$ cat src/hw/ccb_map.svh
/*
 Register offsets, field positions, reset values and timing counts of the calibration control bank.
 Assumes inclusion by bare name from the bank and pulse modules.
*/
`ifndef CCB_MAP_SVH
`define CCB_MAP_SVH
`define CCB_OFF_PULSE_WIDTH   8'h5e
`define CCB_OFF_CAL_ONE       8'h60
`define CCB_OFF_CAL_TWO       8'h61
`define CCB_OFF_RING_RESULT   8'h62
`define CCB_OFF_TIP_RESULT    8'h63
`define CCB_OFF_DIFF_RESULT   8'h64
`define CCB_OFF_OFF_TIME      8'h65
`define CCB_OFF_PW_CODE       8'h66
`define CCB_BIT_WHOLE         6
`define CCB_BIT_SPEEDUP       5
`define CCB_BIT_RING          4
`define CCB_BIT_TIP           3
`define CCB_BIT_DIFF          2
`define CCB_BIT_CMODE         1
`define CCB_BIT_ILIM          0
`define CCB_BIT_MON1          4
`define CCB_BIT_MON2          3
`define CCB_BIT_VOUT          2
`define CCB_BIT_VIN           1
`define CCB_RST_MISMATCH      5'h10
`define CCB_RST_DIFF          5'h10
`define CCB_RST_OFF_TIME      5'h14
`define CCB_RST_PW_CODE       8'hff
`define CCB_OFF_TIME_BIAS     8'h04
`define CCB_STEP_PS           61035
`define CCB_SETTLE_LONG_MS    300
`define CCB_SETTLE_SHORT_MS   30
`define CCB_CLK_NS            10
`define CCB_SETTLE_LONG_CYC   (`CCB_SETTLE_LONG_MS * 1000000 / `CCB_CLK_NS)
`define CCB_SETTLE_SHORT_CYC  (`CCB_SETTLE_SHORT_MS * 1000000 / `CCB_CLK_NS)
`define CCB_STEP_CYC_DEF      16
`endif

$ cat src/hw/ccb_pkg.sv
/*
 Types of the calibration control bank.
 Assumes ccb_map.svh is on the include path.
*/
package ccb_pkg;
	typedef enum logic [1:0] {
		CCB_IDLE   = 2'b00,
		CCB_SETTLE = 2'b01,
		CCB_STEPS  = 2'b10
	} ccb_state_t;

	typedef struct packed {
		logic [7:0] addr;
		logic [7:0] wdata;
		logic       wr;
		logic       rd;
	} ccb_req_t;

	typedef struct packed {
		logic [4:0] ring;
		logic [4:0] tip;
		logic [4:0] diff;
	} ccb_result_t;
endpackage : ccb_pkg

$ cat src/hw/ccb_bank.sv
/*
 Calibration control and status register bank with sequencer and result registers.
 Assumes a single-cycle strobe master on SYS_CLK and an analog engine answering each step.
*/
// How it works
// - Pulse width register reads pulse code minus off code minus 4, in 61.035 ns.
// - Minimum off time is off code plus 4 steps; off code is 5 bits.
// - Writing one to bit 6 starts whole-system calibration.
// - Bit 6 reads one while whole-system calibration is pending or runs, zero otherwise.
// - Speedup bit picks 300 ms or 30 ms battery settling before whole-system calibration.
// - Each calibration bit reads one while enabled or running, zero when done.
// - Bit 2 of register one enables and reports differential gain calibration.
// - Bits 1 and 0 enable and report common-mode and current-limit calibration.
// - Bit 4 of register two enables and reports monitor converter one calibration.
// - Bit 3 of register two enables and reports monitor converter two calibration.
// - Writing one to bit 2 of register two starts voice output offset calibration.
// - Writing one to bit 1 of register two starts voice input offset calibration.
// - Ring mismatch result is 5-bit read/write, reset 0x10.
// - Tip mismatch result is 5-bit read/write, reset 0x10.
// - Differential gain result is 5-bit read/write.
`timescale 1ns/1ps
`include "ccb_map.svh"
module ccb_bank #(
	parameter int SETTLE_LONG_CYC  = `CCB_SETTLE_LONG_CYC,
	parameter int SETTLE_SHORT_CYC = `CCB_SETTLE_SHORT_CYC,
	parameter int STEP_CYC         = `CCB_STEP_CYC_DEF
) (
	input  wire logic       SYS_CLK,
	input  wire logic       RESET,
	input  wire logic [7:0] ADDR,
	input  wire logic [7:0] WDATA,
	input  wire logic       WR,
	input  wire logic       RD,
	input  wire logic [4:0] CAL_RING_VALUE,
	input  wire logic [4:0] CAL_TIP_VALUE,
	input  wire logic [4:0] CAL_DIFF_VALUE,
	output logic      [7:0] RDATA,
	output logic      [8:0] CAL_ACTIVE,
	output logic            CAL_BUSY
);
	localparam logic [3:0] LAST_STEP = 4'h8;

	ccb_pkg::ccb_req_t    req;
	ccb_pkg::ccb_state_t  state_r;
	ccb_pkg::ccb_state_t  state_nxt;
	ccb_pkg::ccb_result_t res_r;
	ccb_pkg::ccb_result_t res_nxt;
	logic [6:0]  one_r;
	logic [6:0]  one_nxt;
	logic [4:1]  two_r;
	logic [4:1]  two_nxt;
	logic [4:0]  off_code_r;
	logic [4:0]  off_code_nxt;
	logic [7:0]  pw_code_r;
	logic [7:0]  pw_code_nxt;
	logic [31:0] cnt_r;
	logic [31:0] cnt_nxt;
	logic [3:0]  step_r;
	logic [3:0]  step_nxt;
	logic [7:0]  rdata_r;
	logic [7:0]  rdata_nxt;
	logic [8:0]  active_r;
	logic [8:0]  active_nxt;
	logic        busy_r;
	logic        busy_nxt;
	logic [7:0]  pulse_steps;
	logic        whole_r;
	logic        whole_nxt;
	logic        wr_one;
	logic        wr_two;
	logic [8:0]  pend;

	assign req = '{addr: ADDR, wdata: WDATA, wr: WR, rd: RD};

	function automatic logic hit(input logic [7:0] a, input logic [7:0] off);
		hit = (a == off);
	endfunction : hit

	// Maps sequencer step s to CAL_ACTIVE bit s: steps 0..4 are one[0..4], steps 5..8 are two[1..4]
	function automatic logic [8:0] step_mask(input logic [3:0] s);
		step_mask = 9'h001 << s;
	endfunction : step_mask

	ccb_pulse_common_mode_gain_cal u_pulse (
		.clk         (SYS_CLK),
		.rst         (RESET),
		.pw_code     (pw_code_r),
		.off_code    (off_code_r),
		.pulse_steps (pulse_steps),
		.off_steps   ()
	);

	assign wr_one = req.wr && hit(req.addr, `CCB_OFF_CAL_ONE);
	assign wr_two = req.wr && hit(req.addr, `CCB_OFF_CAL_TWO);

	// Pending set: step order ilim, cmode, diff, tip, ring, vin, vout, mon2, mon1
	assign pend = {two_r[4], two_r[3], two_r[2], two_r[1],
		one_r[4], one_r[3], one_r[2], one_r[1], one_r[0]};

	always_comb begin
		state_nxt    = state_r;
		one_nxt      = one_r;
		two_nxt      = two_r;
		res_nxt      = res_r;
		off_code_nxt = off_code_r;
		pw_code_nxt  = pw_code_r;
		cnt_nxt      = cnt_r;
		step_nxt     = step_r;
		whole_nxt    = whole_r;
		if (req.wr && hit(req.addr, `CCB_OFF_RING_RESULT)) begin
			res_nxt.ring = req.wdata[4:0];
		end
		if (req.wr && hit(req.addr, `CCB_OFF_TIP_RESULT)) begin
			res_nxt.tip = req.wdata[4:0];
		end
		if (req.wr && hit(req.addr, `CCB_OFF_DIFF_RESULT)) begin
			res_nxt.diff = req.wdata[4:0];
		end
		if (req.wr && hit(req.addr, `CCB_OFF_OFF_TIME)) begin
			off_code_nxt = req.wdata[4:0];
		end
		if (req.wr && hit(req.addr, `CCB_OFF_PW_CODE)) begin
			pw_code_nxt = req.wdata;
		end
		case (state_r)
			ccb_pkg::CCB_IDLE: begin
				cnt_nxt  = 32'h0;
				step_nxt = 4'h0;
				if (one_r[`CCB_BIT_WHOLE]) begin
					// Whole-system run enables every individual calibration
					one_nxt[4:0] = 5'h1f;
					two_nxt      = 4'hf;
					whole_nxt    = 1'b1;
					state_nxt    = ccb_pkg::CCB_SETTLE;
				end else if (pend != 9'h000) begin
					state_nxt = ccb_pkg::CCB_STEPS;
				end
			end
			ccb_pkg::CCB_SETTLE: begin
				cnt_nxt = cnt_r + 32'h1;
				if (cnt_r >= (one_r[`CCB_BIT_SPEEDUP] ?
					32'(SETTLE_SHORT_CYC - 1) : 32'(SETTLE_LONG_CYC - 1))) begin
					cnt_nxt   = 32'h0;
					state_nxt = ccb_pkg::CCB_STEPS;
				end
			end
			ccb_pkg::CCB_STEPS: begin
				if (!pend[step_r]) begin
					cnt_nxt = 32'h0;
					if (step_r == LAST_STEP) begin
						state_nxt = ccb_pkg::CCB_IDLE;
						// A whole run asked for during a single run is kept for the next pass
						if (whole_r) begin
							one_nxt[`CCB_BIT_WHOLE] = 1'b0;
							whole_nxt = 1'b0;
						end
					end else begin
						step_nxt = step_r + 4'h1;
					end
				end else if (cnt_r >= 32'(STEP_CYC - 1)) begin
					cnt_nxt = 32'h0;
					// Step done: clear its bit; diff, tip and ring steps also latch their result
					case (step_r)
						4'h0: one_nxt[`CCB_BIT_ILIM] = 1'b0;
						4'h1: one_nxt[`CCB_BIT_CMODE] = 1'b0;
						4'h2: begin
							one_nxt[`CCB_BIT_DIFF] = 1'b0;
							res_nxt.diff = CAL_DIFF_VALUE;
						end
						4'h3: begin
							one_nxt[`CCB_BIT_TIP] = 1'b0;
							res_nxt.tip = CAL_TIP_VALUE;
						end
						4'h4: begin
							one_nxt[`CCB_BIT_RING] = 1'b0;
							res_nxt.ring = CAL_RING_VALUE;
						end
						4'h5: two_nxt[`CCB_BIT_VIN] = 1'b0;
						4'h6: two_nxt[`CCB_BIT_VOUT] = 1'b0;
						4'h7: two_nxt[`CCB_BIT_MON2] = 1'b0;
						4'h8: two_nxt[`CCB_BIT_MON1] = 1'b0;
						default: step_nxt = 4'h0;
					endcase
				end else begin
					cnt_nxt = cnt_r + 32'h1;
				end
			end
			default: state_nxt = ccb_pkg::CCB_IDLE;
		endcase
		// Applied after the engine, so a write meeting a step completion still sets its bit
		if (wr_one) begin
			one_nxt = one_nxt | req.wdata[6:0];
			one_nxt[`CCB_BIT_SPEEDUP] = req.wdata[`CCB_BIT_SPEEDUP];
		end
		if (wr_two) begin
			two_nxt = two_nxt | req.wdata[4:1];
		end
	end

	always_comb begin
		rdata_nxt = 8'h00;
		if (req.rd) begin
			case (req.addr)
				`CCB_OFF_PULSE_WIDTH: rdata_nxt = pulse_steps;
				`CCB_OFF_CAL_ONE:     rdata_nxt = {1'b0, one_r};
				`CCB_OFF_CAL_TWO:     rdata_nxt = {3'h0, two_r, 1'b0};
				`CCB_OFF_RING_RESULT: rdata_nxt = {3'h0, res_r.ring};
				`CCB_OFF_TIP_RESULT:  rdata_nxt = {3'h0, res_r.tip};
				`CCB_OFF_DIFF_RESULT: rdata_nxt = {3'h0, res_r.diff};
				`CCB_OFF_OFF_TIME:    rdata_nxt = {3'h0, off_code_r};
				`CCB_OFF_PW_CODE:     rdata_nxt = pw_code_r;
				default:              rdata_nxt = 8'h00;
			endcase
		end
		active_nxt = 9'h000;
		if (state_nxt == ccb_pkg::CCB_STEPS && pend[step_nxt]) begin
			active_nxt = step_mask(step_nxt);
		end
		busy_nxt = (state_nxt != ccb_pkg::CCB_IDLE);
	end

	always_ff @(posedge SYS_CLK) begin
		if (RESET) begin
			state_r    <= ccb_pkg::CCB_IDLE;
			one_r      <= 7'h00;
			two_r      <= 4'h0;
			res_r      <= '{ring: `CCB_RST_MISMATCH, tip: `CCB_RST_MISMATCH,
				diff: `CCB_RST_DIFF};
			off_code_r <= `CCB_RST_OFF_TIME;
			pw_code_r  <= `CCB_RST_PW_CODE;
			cnt_r      <= 32'h0;
			step_r     <= 4'h0;
			rdata_r    <= 8'h00;
			active_r   <= 9'h000;
			busy_r     <= 1'b0;
			whole_r    <= 1'b0;
		end else begin
			state_r    <= state_nxt;
			one_r      <= one_nxt;
			two_r      <= two_nxt;
			res_r      <= res_nxt;
			off_code_r <= off_code_nxt;
			pw_code_r  <= pw_code_nxt;
			cnt_r      <= cnt_nxt;
			step_r     <= step_nxt;
			rdata_r    <= rdata_nxt;
			active_r   <= active_nxt;
			busy_r     <= busy_nxt;
			whole_r    <= whole_nxt;
		end
	end

	assign RDATA      = rdata_r;
	assign CAL_ACTIVE = active_r;
	assign CAL_BUSY   = busy_r;
endmodule : ccb_bank

$ cat src/hw/ccb_pulse_common_mode_gain_cal.sv
/*
 Derives the regulator drive pulse width and minimum off time in 61.035 ns steps.
 Assumes codes come from registers on the same clock.
*/
`timescale 1ns/1ps
`include "ccb_map.svh"
module ccb_pulse_common_mode_gain_cal (
	input  wire logic       clk,
	input  wire logic       rst,
	input  wire logic [7:0] pw_code,
	input  wire logic [4:0] off_code,
	output logic      [7:0] pulse_steps,
	output logic      [7:0] off_steps
);
	logic [7:0] pulse_r;
	logic [7:0] pulse_nxt;
	logic [7:0] off_r;
	logic [7:0] off_nxt;

	// Wraps modulo 256 when codes are inconsistent; software must keep pw above off + 4
	// Pulse is the period code less the whole off time, so both share one adder
	always_comb begin
		off_nxt   = {3'h0, off_code} + `CCB_OFF_TIME_BIAS;
		pulse_nxt = pw_code - off_nxt;
	end

	always_ff @(posedge clk) begin
		if (rst) begin
			pulse_r <= 8'h00;
			off_r   <= 8'h00;
		end else begin
			pulse_r <= pulse_nxt;
			off_r   <= off_nxt;
		end
	end

	assign pulse_steps = pulse_r;
	assign off_steps   = off_r;
endmodule : ccb_pulse_common_mode_gain_cal

$ cat config.mk
export PLATFORM = sky130hd
export DESIGN_NAME = ccb_bank
export DESIGN_NICKNAME = d
export VERILOG_FILES = /design/src/hw/ccb_pkg.sv /design/src/hw/ccb_bank.sv /design/src/hw/ccb_pulse_common_mode_gain_cal.sv
export VERILOG_INCLUDE_DIRS = /design/src /design/src/hw
export SDC_FILE = /design/constraint.sdc
export NUM_CORES = 1
export LEC_CHECK = 0
export BUFFER_PORTS_ARGS = -buffer_cell sky130_fd_sc_hd__buf_4
export CAP_MARGIN = 0
export CORE_UTILIZATION = 60
export DETAILED_ROUTE_END_ITERATION = 8
export GPL_TIMING_DRIVEN = 0
export PLACE_DENSITY = 0.85
export RECOVER_POWER = 100
export SKIP_LAST_GASP = 1
export SLEW_MARGIN = 15
export SYNTH_ARGS = -nofsm -noshare
export SYNTH_HDL_FRONTEND = slang
export SYNTH_SLANG_ARGS = --single-unit
$ cat constraint.sdc
create_clock -name SYS_CLK -period 3.4 [get_ports SYS_CLK]
set_input_delay 0.34 -clock SYS_CLK [delete_from_list [all_inputs] [get_ports SYS_CLK]]
set_output_delay 0.34 -clock SYS_CLK [all_outputs]
set_load 0.02 [all_outputs]
==> flow_metrics.tcl, run 1 <==
set metrics [dict create \
    htree_levels 3 \
    drc 0 \
    die_h_um 100 \
    synth_top_family_by_area "simple AND/OR/NAND/NOR gates" \
    die_w_um 100 \
    worst_pin_slew_ns 1.10 \
    firstDrtPassIters 6 \
    cts_buffers 9 \
    gr-total-overflow 0 \
    cp-start-kind "flip-flop" \
    slew_headroom_pct 26.6 \
    async_reset_ff_share_pct 0 \
    worst-path-buf-inv 2 \
    synth_area_um2 5820 \
    r2r_cells 10 \
    initial_core_util_pct 62.4 \
    wl_mm 16.3 \
    ys_seq_elements 104 \
    reg2reg_from "one_r[5]$_SDFFE_PP0P_" \
    p_sw_share_pct 24.9 \
    p_clk_share_pct 37.8 \
    final_net_count 811 \
    antenna_found_initial 0 \
    area_growth_pct 11.3 \
    track_usage_pct 33.0 \
    synth_flop_cell "dfxtp_1" \
    detail_route.vias_per_cell 6.53 \
    syn-num-nets 750 \
    synth_mux_area_share_pct 7.46 \
    ios 53 \
    port_buffers 50 \
    hold_buffers 0 \
    n_fill_cell 769 \
    die_area_um2 10100 \
    ys_top_cells_by_area "dfxtp_1, ha_1, nand2_1" \
    synth_cell_types 71 \
    critPathSlowestCell "a2111oi_2" \
    layout_setup_ws_ns 0.202 \
    synthSimpleGateAreaFrac_pct 26.6 \
    worst_ep_required_time_ns 3.73 \
    postRouteAntennaNets 0 \
    clk_path_buf_depth 2 \
    grt_pass1_vias 5424 \
    min_from "CAL_DIFF_VALUE[4]" \
    synth_top_area_share_pct 35.8 \
    rsz0062_at_grt "no" \
    peakVddDrop_mv 0.244 \
    power.switching_mw 0.539 \
    grt_pass1_wl_mm 26.3 \
    seqPwrFrac_pct 56.8 \
    cp_cell_sequence "inv_1, ha_1, nand3_1, nand2_1, a2111oi_2, nand3_1, a2111o_1, buf_6, nor3b_1, a21o_1" \
    gp_congestion 0.942 \
    synth_top_area_cell "dfxtp_1" \
    core_um2 9330 \
    hold_end "res_r[4]$_SDFF_PP1_" \
    period_share_pct 94.0 \
    intPower_mw 1.63 \
    min_path_type "in -> reg" \
    clk_latency_ns 0.38 \
    timing.rr.end "cnt_r[18]$_SDFFE_PP0P_" \
    cellLeakagePower_nw 2.45 \
    setup_violations 0 \
    max_freq_mhz 313 \
    cts_tree "built" \
    netlist_instances 688 \
    maxCapViolations 0 \
    cts_sinks 104 \
    critPathArrivalTime_ns 3.53 \
    synth-seq-area-share_pct 35.8 \
    drtIter0Drc 459 \
    end_kind "flip-flop" \
    synth_compound_area_share_pct 19.2 \
    p_comb_share_pct 5.4 \
    hpwl_mm 11.6 \
    finalClockSkew_ns 0.0168 \
    clkTransAtPathRegs_ns 0.11 \
    yosys.area_share.xor_xnor_pct 1.05 \
    diodes 0 \
    avgSynthCellArea_um2 8.46 \
    vias 5765 \
    path_common_cell "nand3_1" \
    path_max_fanout 10 \
    wl_per_cell_um 18.5 \
    hold_depth 3 \
    rows 35 \
    synthAdderAreaFrac_pct 5.93 \
    yosysWarnings 0 \
    synth_edf_count 0 \
    finalHoldViolCount 0 \
    drive_gt1_share_pct 10.3 \
    crit_family "compound AO/OA/AOI/OAI gates" \
    worstSetupPathType "reg -> reg" \
    slew_viol_final 0 \
    yosysMostFrequentCell "dfxtp_1" \
    outcome "finished clean" \
    rrSetupSlack_ns 0.20 \
    power_density_nw_per_um2 334 \
    cts-root-buf "clkbuf_8" \
    place_ws_ns 0.167 \
    setup_tns_ns 0 \
    period_needed_ns 3.20 \
    grt_max_degree 19 \
    max_stage_delay_ns 0.62 \
    synth_commonest_cells "dfxtp_1, nand2_1, nor2_1" \
]
[repair_timing]
| item | in CTS | in global routing |
|---|---|---|
| gates resized for setup | 0 | 4 |
| setup endpoints to repair | 0 | 11 |
| setup buffers | 0 | 0 |
| hold endpoints to repair | 0 | 0 |
[kinds of logic (layout without fill, tap and decap cells)]
group / Yosys count / count (layout)
simple gates: 291 / 291
compound gates: 163 / 163
flops: 104 / 104
buf+inv: 59 / 125
mux: 37 / 37
fa+ha+maj: 27 / 27
xor+xnor: 7 / 7
[through the flow]
step / hold WS [ns] / instances / power, mW / utilization [%] / cell area [µm²]
after floorplan: 0.431 / 688 / 1.31 / - / 5820
after global placement: 0.448 / 867 / 1.37 / 68.1 / 6360
after detailed placement: 0.451 / 867 / 1.37 / 68.1 / 6360
after CTS: 0.182 / 883 / 2.17 / 70.3 / 6560
after global routing: 0.197 / 883 / 2.23 / 69.4 / 6480
final: 0.181 / 883 / 2.16 / 69.4 / 6480
[sequential cells by signal, summed over array words and instances, names as in the netlist]
name and count:
u_pulse.pulse_steps 8, two_r 4, whole_r 1, RDATA 8, cnt_r 32, step_r 4, res_r 15, pw_code_r 8
CAL_ACTIVE 9, off_code_r 5, one_r 7, state_r 2, CAL_BUSY 1
[power groups by stage]
| stage | logic [mW] | clock network (mW) | registers (mW) |
|---|---|---|---|
| 3_5_place_dp | 0.113 | 0 | 1.26 |
| 3_3_place_gp | 0.110 | 0 | 1.26 |
| 2_1_floorplan | 0.0552 | 0 | 1.26 |
| 4_1_cts | 0.114 | 0.822 | 1.23 |
| 5_1_grt | 0.123 | 0.872 | 1.23 |
| 6_report | 0.116 | 0.819 | 1.23 |
[cell type report]
type	instances	area (µm²)	area share (%)
clock inverters	6	75.1	1.16
plain buffers	34	136	2.11
flip-flops and latches	104	2080	32.1
well taps	129	161	2.49
repair buffers	50	304	4.69
inverters	25	93.8	1.45
multi-input cells	525	3500	54.0
clock buffers	10	128	1.97
[metal layers]
layer  part of all wire [%]  vias up  track usage (%)
met5                      0        -                0
met4                    3.6        0             15.8
met3                    8.8       67             4.30
met2                     46      374             53.7
met1                     42     2656             43.5
li1                       -     2668                -
[worst register-to-register path, stage by stage (launching register included)]
cell,delay (ns)
dfxtp_1,0.53
inv_1,0.23
ha_1,0.35
nand3_1,0.09
nand2_1,0.06
a2111oi_2,0.62
nand3_1,0.20
a2111o_1,0.57
buf_6,0.19
nor3b_1,0.21
a21o_1,0.11
[cell usage in the layout (no fill, tap or decap), types with 9 or more instances in the layout]
cell      instances
dfxtp_1         104
nand2_1          76
clkbuf_1         48
nor2_1           48
o21ai_0          43
nand3_1          36
a21oi_1          35
buf_4            29
ha_1             26
inv_1            25
mux2i_1          25
and3_1           21
a211oi_1         19
nor3_1           16
a31oi_1          16
nor4_1           15
nor2b_1          12
a211o_1          11
nand2b_1         10
clkbuf_8          9
[worst max-delay path by stage]
stage | cells after the start | start | slack, ns | end
finish | 10 | one_r[5]$_SDFFE_PP0P_ | 0.20 | cnt_r[18]$_SDFFE_PP0P_
global route | 10 | one_r[5]$_SDFFE_PP0P_ | 0.05 | cnt_r[16]$_SDFFE_PP0P_
CTS | 9 | one_r[5]$_SDFFE_PP0P_ | 0.25 | cnt_r[26]$_SDFFE_PP0P_
detailed placement | 8 | ADDR[7] | 0.17 | pw_code_r[6]$_SDFFE_PP1P_
global placement | 8 | ADDR[7] | 0.23 | pw_code_r[1]$_SDFFE_PP1P_
floorplan | 10 | one_r[5]$_SDFFE_PP0P_ | 0.87 | cnt_r[23]$_SDFFE_PP0P_
Power figures use the tool's default switching activity.
==> run 2: changes to the inputs <==
Settings changed: ABC_AREA set to 0, CTS_BUF_LIST set to sky130_fd_sc_hd__clkbuf_8 sky130_fd_sc_hd__clkbuf_16.
==> flow_metrics.tcl, run 2 (synthesis gave the netlist of run 1 again) <==
set metrics [dict create \
    power.switching_mw 0.542 \
    firstDrtPassIters 9 \
    finalClockSkew_ns 0.0178 \
    drc 0 \
    cp-start-kind "flip-flop" \
    clk_latency_ns 0.38 \
    intPower_mw 1.62 \
    htree_levels 3 \
    diodes 0 \
    regMostFlops "cnt_r" \
    outcome "finished clean" \
    postRouteAntennaNets 0 \
    cts-root-buf "clkbuf_8" \
    slew_headroom_pct 30.5 \
    critPathSlowestCell "a2111oi_2" \
    port_buffers 50 \
    period_share_pct 94.2 \
    grt_pass1_wl_mm 26.3 \
    gp_congestion 0.942 \
    power_density_nw_per_um2 334 \
    cts_buffers 9 \
    maxCapViolations 0 \
    grt_max_degree 19 \
    track_usage_pct 33.0 \
    worst-path-buf-inv 2 \
    drtIter0Drc 459 \
    p_clk_share_pct 37.8 \
    path_common_cell "nand3_1" \
    clkTransAtPathRegs_ns 0.11 \
    grt_pass1_vias 5424 \
    detail_route.vias_per_cell 6.52 \
    hpwl_mm 11.6 \
    die_area_um2 10100 \
    crit_family "compound AO/OA/AOI/OAI gates" \
    seqPwrFrac_pct 56.8 \
    die_w_um 100 \
    largest_reg_flops 32 \
    place_ws_ns 0.167 \
    period_needed_ns 3.20 \
    peakVddDrop_mv 0.244 \
    hold_depth 3 \
    wl_per_cell_um 18.4 \
    gr-total-overflow 0 \
    ios 53 \
    cts_sinks 104 \
    core_um2 9330 \
    worst_ep_required_time_ns 3.74 \
    min_path_type "in -> reg" \
    most-common-layout-cells "dfxtp_1, nand2_1, nor2_1, clkbuf_1, o21ai_0" \
    clk_path_buf_depth 2 \
    setup_tns_ns 0 \
    layout_setup_ws_ns 0.196 \
    slew_viol_final 0 \
    p_sw_share_pct 25.0 \
    drive_gt1_share_pct 10.3 \
    cellLeakagePower_nw 2.46 \
    vias 5755 \
    worstSetupPathType "reg -> reg" \
    final_net_count 811 \
    worst_pin_slew_ns 1.04 \
    max_freq_mhz 312 \
    end_kind "flip-flop" \
    rows 35 \
    area_growth_pct 11.3 \
    finalHoldViolCount 0 \
    layout_commonest_cell "dfxtp_1" \
    max_stage_delay_ns 0.62 \
    cts_tree "built" \
    initial_core_util_pct 62.4 \
    crit_cells 10 \
    wl_mm 16.3 \
    antenna_found_initial 0 \
    critPathArrivalTime_ns 3.54 \
    rsz0062_at_grt "no" \
    p_comb_share_pct 5.3 \
    path_max_fanout 10 \
    r2r_cells 10 \
    cp_cell_sequence "inv_1, ha_1, nand3_1, nand2_1, a2111oi_2, nand3_1, a2111o_1, buf_6, nor3b_1, a21o_1" \
    die_h_um 100 \
    setup_violations 0 \
]
## run 2: changes by cell type in the layout (fill, tap and decap cells not counted)
| cell | previous run | this run |
|---|---|---|
| clkbuf_1 | 48 | 47 |
| inv_1 | 25 | 26 |
## run 2: what timing repair did
action	CTS	global route
hold buffers	0	0
gates resized for setup	0	4
setup endpoints to repair	0	11
buffers inserted	0	0
## run 2: power by group through the flow
stage                     Sequential, mW  Combinational (mW)  Clock (mW)
after global routing                1.23               0.123       0.869
final                               1.23               0.116       0.819
after detailed placement            1.26               0.113           0
after CTS                           1.23               0.114       0.819
after floorplan                     1.26              0.0552           0
after global placement              1.26               0.110           0
## run 2: stage by stage
step / util (%) / cell area (µm²) / instances / power [mW] / hold slack (ns)
final: 69.4 / 6480 / 883 / 2.17 / 0.181
after global routing: 69.4 / 6480 / 883 / 2.22 / 0.197
after floorplan: - / 5820 / 688 / 1.31 / 0.431
after detailed placement: 68.1 / 6360 / 867 / 1.37 / 0.451
after CTS: 70.3 / 6560 / 883 / 2.16 / 0.182
after global placement: 68.1 / 6360 / 867 / 1.37 / 0.448
## run 2: final cells by class
type                    instances  area [µm²]
multi-input cells             525        3500
well taps                     129         161
repair buffers                 50         304
plain buffers                  34         136
flip-flops and latches        104        2080
clock inverters                 7        78.8
fillers                       769        2850
inverters                      25        93.8
clock buffers                   9         124
## run 2: metal layers
layer  global-route usage (%)  up-vias  wire [µm]
met5                        0        -          0
met4                     15.8        0        554
met3                     4.30       56       1380
met2                     53.7      363       7520
met1                     43.5     2664       6810
li1                         -     2672          -
## run 2: final timing paths
| kind | slack [ns] | from | end |
|---|---|---|---|
| setup / recovery | 0.20 | one_r[5]$_SDFFE_PP0P_ | cnt_r[18]$_SDFFE_PP0P_ |
| setup reg to reg | 0.20 | one_r[5]$_SDFFE_PP0P_ | cnt_r[18]$_SDFFE_PP0P_ |
| hold reg to reg | 0.48 | cnt_r[29]$_SDFFE_PP0P_ | cnt_r[29]$_SDFFE_PP0P_ |
| hold / removal | 0.18 | CAL_DIFF_VALUE[4] | res_r[4]$_SDFF_PP1_ |
## run 2: worst reg2reg max path, stage by stage, from the launching register on
cell and delay [ns]:
dfxtp_1 0.53, inv_1 0.23, ha_1 0.35, nand3_1 0.09, nand2_1 0.06, a2111oi_2 0.62
nand3_1 0.20, a2111o_1 0.57, buf_6 0.19, nor3b_1 0.21, a21o_1 0.11
